===== config.mk =====
export PLATFORM = sky130hd
export DESIGN_NAME = atfpc_timer
export DESIGN_NICKNAME = d
export VERILOG_FILES = /design/src/logic/atfpc_pkg.sv /design/src/logic/atfpc_prescaler.sv /design/src/logic/atfpc_busy_slot.sv /design/src/logic/atfpc_timer.sv
export SDC_FILE = /design/constraint.sdc
export NUM_CORES = 1
export LEC_CHECK = 0
export BUFFER_PORTS_ARGS = -buffer_cell sky130_fd_sc_hd__buf_2
export CELL_PAD_IN_SITES_DETAIL_PLACEMENT = 2
export CELL_PAD_IN_SITES_GLOBAL_PLACEMENT = 2
export CORE_MARGIN = 1
export CORE_UTILIZATION = 36
export CTS_CLUSTER_SIZE = 10
export DETAILED_ROUTE_END_ITERATION = 10
export PLACE_DENSITY_LB_ADDON = 0.1
export SLEW_MARGIN = 20
export SYNTH_ARGS = -nofsm -noshare
export SYNTH_HDL_FRONTEND = slang
export SYNTH_SLANG_ARGS = --single-unit

===== constraint.sdc =====
create_clock -name ref_clk_i -period 2.8 [get_ports ref_clk_i]
set_input_delay 0.56 -clock ref_clk_i [delete_from_list [all_inputs] [get_ports ref_clk_i]]
set_output_delay 0.56 -clock ref_clk_i [all_outputs]
set_load 0.05 [all_outputs]

===== src/logic/atfpc_pkg.sv =====
/*
  package for the asynchronous-capable 8-bit timer flag, clock and prescaler block:
  register offsets, field positions, reset values and mode encodings.
  assumes a byte-wide data-space register port and one clock.
*/
package atfpc_pkg;

  localparam int unsigned DW = 8;
  localparam int unsigned AW = 8;

  // data-space offsets
  localparam logic [AW-1:0] OFF_FLAGS  = 8'h37;
  localparam logic [AW-1:0] OFF_SYNC   = 8'h43;
  localparam logic [AW-1:0] OFF_MASK   = 8'h70;
  localparam logic [AW-1:0] OFF_CTRL_A = 8'hB0;
  localparam logic [AW-1:0] OFF_CTRL_B = 8'hB1;
  localparam logic [AW-1:0] OFF_COUNT  = 8'hB2;
  localparam logic [AW-1:0] OFF_CMP_A  = 8'hB3;
  localparam logic [AW-1:0] OFF_CMP_B  = 8'hB4;
  localparam logic [AW-1:0] OFF_STATUS = 8'hB6;

  localparam logic [DW-1:0] RST_BYTE = 8'h00;
  localparam logic [DW-1:0] MAX_CNT  = 8'hFF;
  localparam logic [DW-1:0] BOTTOM   = 8'h00;

  // timer_event_flags / interrupt mask fields
  localparam int unsigned B_OVF   = 0;
  localparam int unsigned B_CMP_A = 1;
  // async_clock_status fields
  localparam int unsigned B_EXT_CLK  = 6;
  localparam int unsigned B_ASYNC    = 5;
  localparam int unsigned B_BUSY_TOP = 4;
  // general_timer_sync_control fields
  localparam int unsigned B_HOLD     = 7;
  localparam int unsigned B_PSR_ASY  = 1;
  localparam int unsigned B_PSR_SYNC = 0;
  // timer_control_a / timer_control_b fields
  localparam int unsigned B_WGM_LO  = 0;
  localparam int unsigned B_WGM_HI  = 3;
  localparam int unsigned CS_MSB    = 2;

  // busy-slot order, matching status bits 4..0
  localparam int unsigned NSLOT   = 5;
  localparam int unsigned S_CTL_B = 0;
  localparam int unsigned S_CTL_A = 1;
  localparam int unsigned S_CMP_B = 2;
  localparam int unsigned S_CMP_A = 3;
  localparam int unsigned S_COUNT = 4;

  localparam int unsigned PSC_W = 10;

  // waveform modes
  localparam logic [2:0] WGM_PC_MAX  = 3'h1;
  localparam logic [2:0] WGM_CTC     = 3'h2;
  localparam logic [2:0] WGM_PC_CMP  = 3'h5;
  localparam logic [2:0] WGM_FAST_CMP = 3'h7;

  typedef enum logic {DIR_UP, DIR_DOWN} atfpc_dir_t;

endpackage : atfpc_pkg


===== src/logic/atfpc_prescaler.sv =====
/*
  prescaler: ten-bit divider of a source tick, with tap select per clock-select code.
  assumes src_tick_i is a one-cycle pulse in the ref_clk_i domain.
*/
`timescale 1ns/100ps
module atfpc_prescaler
  import atfpc_pkg::*;
(
  input  wire logic            ref_clk_i,
  input  wire logic            rst_n_i,
  input  wire logic            clear_i,
  input  wire logic            src_tick_i,
  input  wire logic [CS_MSB:0] sel_i,
  output logic                 tick_o
);

  logic [PSC_W-1:0] cnt_ff;
  logic [PSC_W-1:0] nxt_cnt;
  logic             hit;

  // low bits that must be all ones for a divided tick
  function automatic logic [PSC_W-1:0] tap_mask(input logic [CS_MSB:0] s);
    unique case (s)
      3'h2:    tap_mask = 10'h007;
      3'h3:    tap_mask = 10'h01F;
      3'h4:    tap_mask = 10'h03F;
      3'h5:    tap_mask = 10'h07F;
      3'h6:    tap_mask = 10'h0FF;
      3'h7:    tap_mask = 10'h3FF;
      default: tap_mask = 10'h000;
    endcase
  endfunction : tap_mask

  assign hit     = (cnt_ff & tap_mask(sel_i)) == tap_mask(sel_i);
  assign nxt_cnt = clear_i ? '0 : (src_tick_i ? cnt_ff + 1'b1 : cnt_ff);
  assign tick_o  = src_tick_i & ~clear_i & (sel_i != 3'h0) & hit;

  always_ff @(posedge ref_clk_i) begin
    if (!rst_n_i) begin
      cnt_ff <= '0;
    end else begin
      cnt_ff <= nxt_cnt;
    end
  end

endmodule : atfpc_prescaler


===== src/logic/atfpc_busy_slot.sv =====
/*
  one timer register with temporary storage and an update-busy bit.
  assumes xfer_i marks an oscillator edge when async_i is high.
*/
`timescale 1ns/100ps
module atfpc_busy_slot
  import atfpc_pkg::*;
(
  input  wire logic          ref_clk_i,
  input  wire logic          rst_n_i,
  input  wire logic          async_i,
  input  wire logic          xfer_i,
  input  wire logic          wr_i,
  input  wire logic [DW-1:0] wdata_i,
  output logic [DW-1:0]      data_o,
  output logic               busy_o,
  output logic               load_o
);

  logic [DW-1:0] temp_ff;
  logic [DW-1:0] data_ff;
  logic          busy_ff;
  logic          load_ff;
  logic          direct;
  logic          commit;

  assign direct = wr_i & ~async_i;
  assign commit = busy_ff & xfer_i;

  always_ff @(posedge ref_clk_i) begin
    if (!rst_n_i) begin
      temp_ff <= RST_BYTE;
      data_ff <= RST_BYTE;
      busy_ff <= 1'b0;
      load_ff <= 1'b0;
    end else begin
      if (wr_i) begin
        temp_ff <= wdata_i;
      end
      if (direct) begin
        data_ff <= wdata_i;
      end else if (commit) begin
        data_ff <= temp_ff;
      end
      busy_ff <= (wr_i & async_i) | (busy_ff & ~xfer_i & async_i); // RULE12
      load_ff <= direct | commit;
    end
  end

  assign data_o = data_ff;
  assign busy_o = busy_ff;
  assign load_o = load_ff;

endmodule : atfpc_busy_slot


===== src/logic/atfpc_timer.sv =====
/*
  status and control of an 8-bit timer that can run from the I/O clock or from an
  oscillator pin: event flags, interrupt requests, clock-source select, update-busy
  tracking and the shared prescaler-reset/synchronisation control, with a small counter.
  assumes a byte-wide data-space port with write strobe, read data one cycle after the
  address, and an oscillator pin sampled synchronously to ref_clk_i.

// How it works
// [RULE1] compare-A flag, bit 1, sets when counter equals compare A
// [RULE2] compare-A flag clears on vector execution or written one
// [RULE3] compare-A request needs global enable, its enable and its flag
// [RULE4] overflow flag, bit 0, sets when the counter overflows
// [RULE5] overflow flag clears on vector execution or written one
// [RULE6] overflow request needs global enable, its enable and its flag
// [RULE7] phase-correct modes set overflow when direction turns at zero
// [RULE8] external-clock bit with async enables input buffer; crystal runs only when clear
// [RULE9] software writes external-clock bit before selecting async clocking
// [RULE10] async-select zero clocks from I/O clock, one from oscillator pin
// [RULE11] software rewrites timer registers after changing async select
// [RULE12] async writes set per-register busy bits, cleared after transfer
// [RULE13] software never writes a timer register while its busy bit is set
// [RULE14] synchronisation mode keeps both prescaler-reset bits as written
// [RULE15] writing synchronisation mode zero clears both prescaler-reset bits
// [RULE16] async prescaler reset self-clears, waits in async mode, holds in sync mode
// [RULE17] shared prescaler reset self-clears at once except in sync mode
// [RULE18] counter write suppresses compare match on the next timer clock
// [RULE19] written zeros leave flags alone; flags read back their state
*/
`timescale 1ns/100ps
module atfpc_timer
  import atfpc_pkg::*;
(
  input  wire logic          ref_clk_i,
  input  wire logic          rst_n_i,
  input  wire logic [AW-1:0] addr_i,
  input  wire logic [DW-1:0] wdata_i,
  input  wire logic          we_i,
  output logic [DW-1:0]      rdata_o,
  input  wire logic          global_irq_en_i,
  input  wire logic          cmp_a_vec_ack_i,
  input  wire logic          ovf_vec_ack_i,
  input  wire logic          osc_input_pin_i,
  output logic               cmp_a_irq_o,
  output logic               ovf_irq_o,
  output logic               ext_buf_en_o,
  output logic               xtal_run_o,
  output logic               shared_prescaler_reset_o,
  output logic [DW-1:0]      counter_value_o
);

  //////////////////////////////////////////////////////////////////////////////
  // register decode

  function automatic logic reg_hit(input logic [AW-1:0] a, input logic [AW-1:0] off);
    reg_hit = (a == off);
  endfunction : reg_hit

  logic wr_flags;
  logic wr_sync;
  logic wr_mask;
  logic wr_status;
  logic [NSLOT-1:0] wr_slot;

  assign wr_flags  = we_i & reg_hit(addr_i, OFF_FLAGS);
  assign wr_sync   = we_i & reg_hit(addr_i, OFF_SYNC);
  assign wr_mask   = we_i & reg_hit(addr_i, OFF_MASK);
  assign wr_status = we_i & reg_hit(addr_i, OFF_STATUS);
  assign wr_slot[S_COUNT] = we_i & reg_hit(addr_i, OFF_COUNT);
  assign wr_slot[S_CMP_A] = we_i & reg_hit(addr_i, OFF_CMP_A);
  assign wr_slot[S_CMP_B] = we_i & reg_hit(addr_i, OFF_CMP_B);
  assign wr_slot[S_CTL_A] = we_i & reg_hit(addr_i, OFF_CTRL_A);
  assign wr_slot[S_CTL_B] = we_i & reg_hit(addr_i, OFF_CTRL_B);

  //////////////////////////////////////////////////////////////////////////////
  // clock source and async status

  logic ext_clk_ff;
  logic async_ff;
  logic osc_q_ff;
  logic osc_edge;
  logic src_tick;
  logic xfer;

  always_ff @(posedge ref_clk_i) begin
    if (!rst_n_i) begin
      ext_clk_ff <= 1'b0;
      async_ff   <= 1'b0;
      osc_q_ff   <= 1'b0;
    end else begin
      if (wr_status) begin
        ext_clk_ff <= wdata_i[B_EXT_CLK];
        async_ff   <= wdata_i[B_ASYNC];
      end
      osc_q_ff <= osc_input_pin_i;
    end
  end

  assign osc_edge = osc_input_pin_i & ~osc_q_ff;
  assign src_tick = async_ff ? osc_edge : 1'b1; // RULE10
  assign xfer     = async_ff & osc_edge;

  //////////////////////////////////////////////////////////////////////////////
  // timer registers behind temporary storage

  logic [DW-1:0]    slot_data [NSLOT];
  logic [NSLOT-1:0] slot_busy;
  logic [NSLOT-1:0] slot_load;

  genvar gi;
  generate
    for (gi = 0; gi < NSLOT; gi++) begin : g_slot
      atfpc_busy_slot u_slot (
        .ref_clk_i (ref_clk_i),
        .rst_n_i   (rst_n_i),
        .async_i   (async_ff),
        .xfer_i    (xfer),
        .wr_i      (wr_slot[gi]),
        .wdata_i   (wdata_i),
        .data_o    (slot_data[gi]),
        .busy_o    (slot_busy[gi]),
        .load_o    (slot_load[gi])
      );
    end
  endgenerate

  logic [DW-1:0] cmp_a;
  logic [DW-1:0] ctl_a;
  logic [DW-1:0] ctl_b;
  logic [2:0]    wgm;
  logic          phase_mode;
  logic          ctc_mode;
  logic [DW-1:0] top;

  assign cmp_a      = slot_data[S_CMP_A];
  assign ctl_a      = slot_data[S_CTL_A];
  assign ctl_b      = slot_data[S_CTL_B];
  assign wgm        = {ctl_b[B_WGM_HI], ctl_a[B_WGM_LO+1], ctl_a[B_WGM_LO]};
  assign phase_mode = (wgm == WGM_PC_MAX) | (wgm == WGM_PC_CMP);
  assign ctc_mode   = (wgm == WGM_CTC);
  assign top        = (wgm == WGM_PC_CMP || wgm == WGM_FAST_CMP || ctc_mode) ? cmp_a : MAX_CNT;

  //////////////////////////////////////////////////////////////////////////////
  // prescaler reset and synchronisation control

  logic hold_ff;
  logic psr_asy_ff;
  logic psr_sync_ff;
  logic nxt_hold;
  logic nxt_psr_asy;
  logic nxt_psr_sync;
  logic asy_done;

  // an async reset is complete at once on the I/O clock, else once an oscillator edge has passed with it applied
  assign asy_done = ~async_ff | osc_edge;

  always_comb begin
    nxt_hold     = hold_ff;
    nxt_psr_asy  = psr_asy_ff;
    nxt_psr_sync = psr_sync_ff;
    if (wr_sync) begin
      nxt_hold     = wdata_i[B_HOLD];
      nxt_psr_asy  = wdata_i[B_PSR_ASY];
      nxt_psr_sync = wdata_i[B_PSR_SYNC];
    end else if (!hold_ff) begin
      nxt_psr_sync = 1'b0; // RULE17
      if (asy_done) begin
        nxt_psr_asy = 1'b0; // RULE16
      end
    end
    if (wr_sync && !wdata_i[B_HOLD] && hold_ff) begin
      nxt_psr_asy  = 1'b0; // RULE15
      nxt_psr_sync = 1'b0; // RULE15
    end
  end

  always_ff @(posedge ref_clk_i) begin
    if (!rst_n_i) begin
      hold_ff     <= 1'b0;
      psr_asy_ff  <= 1'b0;
      psr_sync_ff <= 1'b0;
    end else begin
      hold_ff     <= nxt_hold;
      psr_asy_ff  <= nxt_psr_asy; // RULE14
      psr_sync_ff <= nxt_psr_sync; // RULE14
    end
  end

  logic tmr_tick;

  atfpc_prescaler u_psc (
    .ref_clk_i  (ref_clk_i),
    .rst_n_i    (rst_n_i),
    .clear_i    (psr_asy_ff),
    .src_tick_i (src_tick),
    .sel_i      (ctl_b[CS_MSB:0]),
    .tick_o     (tmr_tick)
  );

  //////////////////////////////////////////////////////////////////////////////
  // counter, match and overflow events

  atfpc_dir_t    dir_ff;
  atfpc_dir_t    nxt_dir;
  logic [DW-1:0] cnt_ff;
  logic [DW-1:0] nxt_cnt;
  logic          block_ff;
  logic          match_ev;
  logic          ovf_ev;

  assign match_ev = tmr_tick & ~block_ff & (cnt_ff == cmp_a); // RULE1 RULE18

  always_comb begin
    nxt_cnt = cnt_ff;
    nxt_dir = dir_ff;
    ovf_ev  = 1'b0;
    if (tmr_tick) begin
      if (phase_mode) begin
        unique case (dir_ff)
          DIR_UP: begin
            if (cnt_ff == top) begin
              nxt_dir = DIR_DOWN;
              nxt_cnt = cnt_ff - 1'b1;
            end else begin
              nxt_cnt = cnt_ff + 1'b1;
            end
          end
          DIR_DOWN: begin
            if (cnt_ff == BOTTOM) begin
              nxt_dir = DIR_UP;
              nxt_cnt = cnt_ff + 1'b1;
              ovf_ev  = 1'b1; // RULE7
            end else begin
              nxt_cnt = cnt_ff - 1'b1;
            end
          end
        endcase
      end else begin
        nxt_dir = DIR_UP;
        if (cnt_ff == MAX_CNT) begin
          ovf_ev  = 1'b1; // RULE4
          nxt_cnt = BOTTOM;
        end else if (cnt_ff == top) begin
          nxt_cnt = BOTTOM;
        end else begin
          nxt_cnt = cnt_ff + 1'b1;
        end
      end
    end
    if (slot_load[S_COUNT]) begin
      nxt_cnt = slot_data[S_COUNT];
    end
  end

  always_ff @(posedge ref_clk_i) begin
    if (!rst_n_i) begin
      cnt_ff   <= RST_BYTE;
      dir_ff   <= DIR_UP;
      block_ff <= 1'b0;
    end else begin
      cnt_ff   <= nxt_cnt;
      dir_ff   <= nxt_dir;
      block_ff <= slot_load[S_COUNT] | (block_ff & ~tmr_tick); // RULE18
    end
  end

  //////////////////////////////////////////////////////////////////////////////
  // flags, mask and interrupt requests

  logic cmp_a_match_flag_ff;
  logic overflow_flag_ff;
  logic cmp_a_irq_enable_ff;
  logic overflow_irq_enable_ff;
  logic nxt_cmp_a_flag;
  logic nxt_ovf_flag;
  logic nxt_cmp_a_en;
  logic nxt_ovf_en;
  logic clr_cmp_a;
  logic clr_ovf;

  // requests follow a mask write in the same cycle as the enable register
  assign nxt_cmp_a_en = wr_mask ? wdata_i[B_CMP_A] : cmp_a_irq_enable_ff;
  assign nxt_ovf_en   = wr_mask ? wdata_i[B_OVF] : overflow_irq_enable_ff;

  assign clr_cmp_a = cmp_a_vec_ack_i | (wr_flags & wdata_i[B_CMP_A]); // RULE2 RULE19
  assign clr_ovf   = ovf_vec_ack_i | (wr_flags & wdata_i[B_OVF]); // RULE5 RULE19
  // a set in the clearing cycle wins
  assign nxt_cmp_a_flag = match_ev | (cmp_a_match_flag_ff & ~clr_cmp_a); // RULE1
  assign nxt_ovf_flag   = ovf_ev | (overflow_flag_ff & ~clr_ovf); // RULE4

  always_ff @(posedge ref_clk_i) begin
    if (!rst_n_i) begin
      cmp_a_match_flag_ff    <= 1'b0;
      overflow_flag_ff       <= 1'b0;
      cmp_a_irq_enable_ff    <= 1'b0;
      overflow_irq_enable_ff <= 1'b0;
    end else begin
      cmp_a_match_flag_ff <= nxt_cmp_a_flag;
      overflow_flag_ff    <= nxt_ovf_flag;
      cmp_a_irq_enable_ff    <= nxt_cmp_a_en;
      overflow_irq_enable_ff <= nxt_ovf_en;
    end
  end

  //////////////////////////////////////////////////////////////////////////////
  // outputs and read data

  logic [DW-1:0] rd_mux;
  logic [DW-1:0] flags_rd;
  logic [DW-1:0] mask_rd;
  logic [DW-1:0] status_rd;
  logic [DW-1:0] sync_rd;

  always_comb begin
    flags_rd = RST_BYTE;
    flags_rd[B_CMP_A] = cmp_a_match_flag_ff; // RULE19
    flags_rd[B_OVF]   = overflow_flag_ff;
    mask_rd = RST_BYTE;
    mask_rd[B_CMP_A] = cmp_a_irq_enable_ff;
    mask_rd[B_OVF]   = overflow_irq_enable_ff;
    status_rd = RST_BYTE;
    status_rd[B_EXT_CLK] = ext_clk_ff;
    status_rd[B_ASYNC]   = async_ff;
    status_rd[B_BUSY_TOP:0] = slot_busy; // RULE12
    sync_rd = RST_BYTE;
    sync_rd[B_HOLD]     = hold_ff;
    sync_rd[B_PSR_ASY]  = psr_asy_ff;
    sync_rd[B_PSR_SYNC] = psr_sync_ff;
  end

  assign rd_mux = reg_hit(addr_i, OFF_FLAGS)  ? flags_rd  :
                  reg_hit(addr_i, OFF_MASK)   ? mask_rd   :
                  reg_hit(addr_i, OFF_STATUS) ? status_rd :
                  reg_hit(addr_i, OFF_SYNC)   ? sync_rd   :
                  reg_hit(addr_i, OFF_COUNT)  ? cnt_ff    :
                  reg_hit(addr_i, OFF_CMP_A)  ? cmp_a     :
                  reg_hit(addr_i, OFF_CMP_B)  ? slot_data[S_CMP_B] :
                  reg_hit(addr_i, OFF_CTRL_A) ? ctl_a     :
                  reg_hit(addr_i, OFF_CTRL_B) ? ctl_b     : RST_BYTE;

  always_ff @(posedge ref_clk_i) begin
    if (!rst_n_i) begin
      rdata_o                  <= RST_BYTE;
      cmp_a_irq_o              <= 1'b0;
      ovf_irq_o                <= 1'b0;
      ext_buf_en_o             <= 1'b0;
      xtal_run_o               <= 1'b0;
      shared_prescaler_reset_o <= 1'b0;
      counter_value_o          <= RST_BYTE;
    end else begin
      rdata_o      <= rd_mux;
      cmp_a_irq_o  <= global_irq_en_i & nxt_cmp_a_en & nxt_cmp_a_flag; // RULE3
      ovf_irq_o    <= global_irq_en_i & nxt_ovf_en & nxt_ovf_flag; // RULE6
      ext_buf_en_o <= ext_clk_ff & async_ff; // RULE8
      xtal_run_o   <= async_ff & ~ext_clk_ff; // RULE8
      shared_prescaler_reset_o <= nxt_psr_sync; // RULE17
      counter_value_o          <= nxt_cnt;
    end
  end

endmodule : atfpc_timer


==> metrics <==
Finish-stage setup viols=0; routed length per instance=22.8 um; Cell Count, Final, Fillers Out=roughly 1,000; crit-path max FO=12; Yosys Warn Count=0; status=completed; crit path capture type=flop; multiplexer share of the synthesized area=4.46%; Die Y-Extent=134 um; Filler cells=1,942; post-layout minimum cycle time=2.61 ns; Initial Util=37.3%; CTS Buffer Depth=2; Final Max Slew Viols=0; drt total wl=23,800 um; First DRT Iteration DRCs=330; worst skew pair latency=0.43 ns; via count=6,088; initial antenna violation count=0; met1 usage=34.4%; Final TNS setup=0 ns; final hold vios=0; PnR worst setup slack=0.192 ns; max cap viols=0; Slew @ Worst Pin=about 0.68 ns; first-pass GRT wire length=37,200 um; path category of the worst min-delay check=input pin to flop; total grt overflow=0; Final nets=840; Worst-path clk slew=0.06 ns; drt drc=0; via-per-instance ratio=~5.8; area leader, netlist=dfxtp_1; Die Area=0.0180 mm2; all-layer global routing usage=27.6%; Final HPWL DP=16,800 um; Post-synth EDFFs=0; core box area=0.0168 mm2; CP Launch Type=flop; width of the chip=134 um; TritonCTS sink count=128; CTS buffer count=17; Mean Syn Cell Area=8.08 um2; H-Tree Depth=4; CTS tree=yes; Slew HR=54.4%; post-synth top area share=around two fifths; share of cells above drive strength 1=15.5%; Net Count, Synth=804; P per Cell Area=597 mW/mm2; CP required=3.12 ns; main combinational cell family by area after synthesis=simple AND/OR/NAND/NOR gates; Leakage=2.78 nW; CP Data Arrival Time=2.93 ns; crit share post-route=93.1%; GR peak layer=met2; Final Skew=0.00671 ns; worst slack at placement=0.118 ns; Routed Antenna Nets=0; Final Wtd Congestion=0.857; Synth Instances=777; Synth Area in Compound Gates=between 15 and 20%; I/O pin cnt=44; M2 GR Usage=around 47%; Seq/Total Area, Yosys=40.8%; M3 GR Usage=approximately 5.2%; Max Fclk=roughly 380 MHz; WHS=0.370 ns; Post-Synth XOR/XNOR Area=under 10%; Core Util, Final=43.5%; worst ir drop on vdd=around 0.57 mV; n_diodes=0; Clock Tree Root=clkbuf_16; 1st-pass router iterations=4; RSZ-0062 raised after global routing=no; adder-cell share of the synthesized area=0.797%; synthesis-to-finish area growth=16.5%; # port buffers=43; Synth Area in Simple Gates=27.2%; number of global-route vias before repair=6,677; top_reg_cell synth=dfxtp_1; largest net degree at the start of global routing=56; Synth async-reset ratio=0%; Post-DP Area=0.00670 mm2; Seq cells post-synth=about 130; Distinct cells, synth=70; Placed Cells=just over 1,000; final instance area=0.00732 mm2; post-synthesis cell area=0.00628 mm2; synth top area cells=dfxtp_1 (41%), nand2_1 (8.1%), a21oi_1 (5.8%), nor2_1 (5.1%), nand3_1 (4.5%); crit path kind=flop to flop; # rows=47; Tot Pwr=~4.4 mW
[worst paths after layout]
kind / from / to / slack, ns / cells past startpoint
max: counter_value_o[3]$_SDFFE_PN0P_ / counter_value_o[3]$_SDFFE_PN0P_ / 0.19 / 8
min: osc_input_pin_i / osc_q_ff$_SDFF_PN0_ / 0.37 / 2
max reg2reg: counter_value_o[3]$_SDFFE_PN0P_ / counter_value_o[3]$_SDFFE_PN0P_ / 0.19 / 8
min reg2reg: g_slot[4].u_slot.temp_ff[3]$_SDFFE_PN0P_ / g_slot[4].u_slot.temp_ff[3]$_SDFFE_PN0P_ / 0.46 / 2
[cells by family (layout without fill, tap and decap cells)]
kind of cell | after synthesis | count (layout)
flops | 128 | 128
mux | 28 | 28
buf+inv | 65 | 114
xor+xnor | 16 | 16
fa+ha+maj | 4 | 4
compound gates | 181 | 181
simple gates | 355 | 355
[synth_stat cells, drive strengths merged, types with 11 or more instances]
cell type,n
clkbuf,34
mux2i,28
a211oi,23
buf,18
a21oi,73
nand3,59
dfxtp,128
a311oi,18
nor2,85
inv,13
nand2,136
a22oi,17
nand2b,11
nand4,15
o21ai,21
[report_power, final]
part / switching, mW / internal, mW / total [mW]
Combinational: 0.143 / 0.0490 / 0.192
Sequential: 0.0129 / 1.83 / 1.84
Clock: 0.918 / 1.42 / 2.33
[registers in the layout, summed over array words and instances, names as in the netlist]
register	cells
g_slot.u_slot.data_o	40
g_slot.u_slot.temp_ff	40
u_psc.cnt_ff	10
counter_value_o	8
rdata_o	8
g_slot.u_slot.busy_o	5
async_ff	1
block_ff	1
cmp_a_irq_enable_ff	1
cmp_a_irq_o	1
cmp_a_match_flag_ff	1
dir_ff	1
ext_buf_en_o	1
ext_clk_ff	1
g_slot.u_slot.load_o	1
hold_ff	1
osc_q_ff	1
overflow_flag_ff	1
overflow_irq_enable_ff	1
ovf_irq_o	1
psr_asy_ff	1
shared_prescaler_reset_o	1
xtal_run_o	1
[worst max-delay path, cell delays in order, from the launching register on]
cell and delay [ns]:
dfxtp_1 0.64, inv_1 0.19, a22o_2 0.28, o31ai_1 0.31, and4bb_4 0.40, or2_4 0.19
o41ai_2 0.06, a211o_1 0.30, o2111a_1 0.12
[what timing repair did]
action	CTS	global route
gates resized for setup	0	1
buffers inserted	0	0
setup endpoints to repair	0	1
hold buffers	0	0
[cells in the final DEF (no fill, tap or decap), drive strengths merged, types with 3 or more instances in the layout]
master      n
a21oi      73
clkinvlp    4
xnor2       7
clkbuf     18
nor2b       8
o21ai      21
xor2        9
mux2i      28
nor3        8
nand2     136
a221oi      4
a22oi      17
buf        69
nor3b       3
nand3      59
inv        18
dfxtp     128
nor2       85
nor4        3
bufinv      3
nand4      15
a311oi     18
and2        7
a211oi     23
nand2b     11
ha          4
or2         3
and3        6
[metal layers]
metal  wire length, um  share of wire [%]  up-vias
li1                  -                  -     2839
met1             10800                 45     3075
met2             11600                 49      129
met3               802                3.4       45
met4               563                2.4        0
met5                 0                  0        -
[area by class of cell]
| cell class | count | area (um2) | share of cell area, % |
|---|---|---|---|
| multi-input cells | 584 | 3410 | 46.6 |
| flip-flops and latches | 128 | 2560 | 35.0 |
| clock buffers | 18 | 429 | 5.87 |
| repair buffers | 69 | 410 | 5.61 |
| well taps | 220 | 275 | 3.76 |
| clock inverters | 14 | 180 | 2.46 |
| inverters | 13 | 48.8 | 0.667 |
No activity file was read; power rests on OpenSTA's default activity.
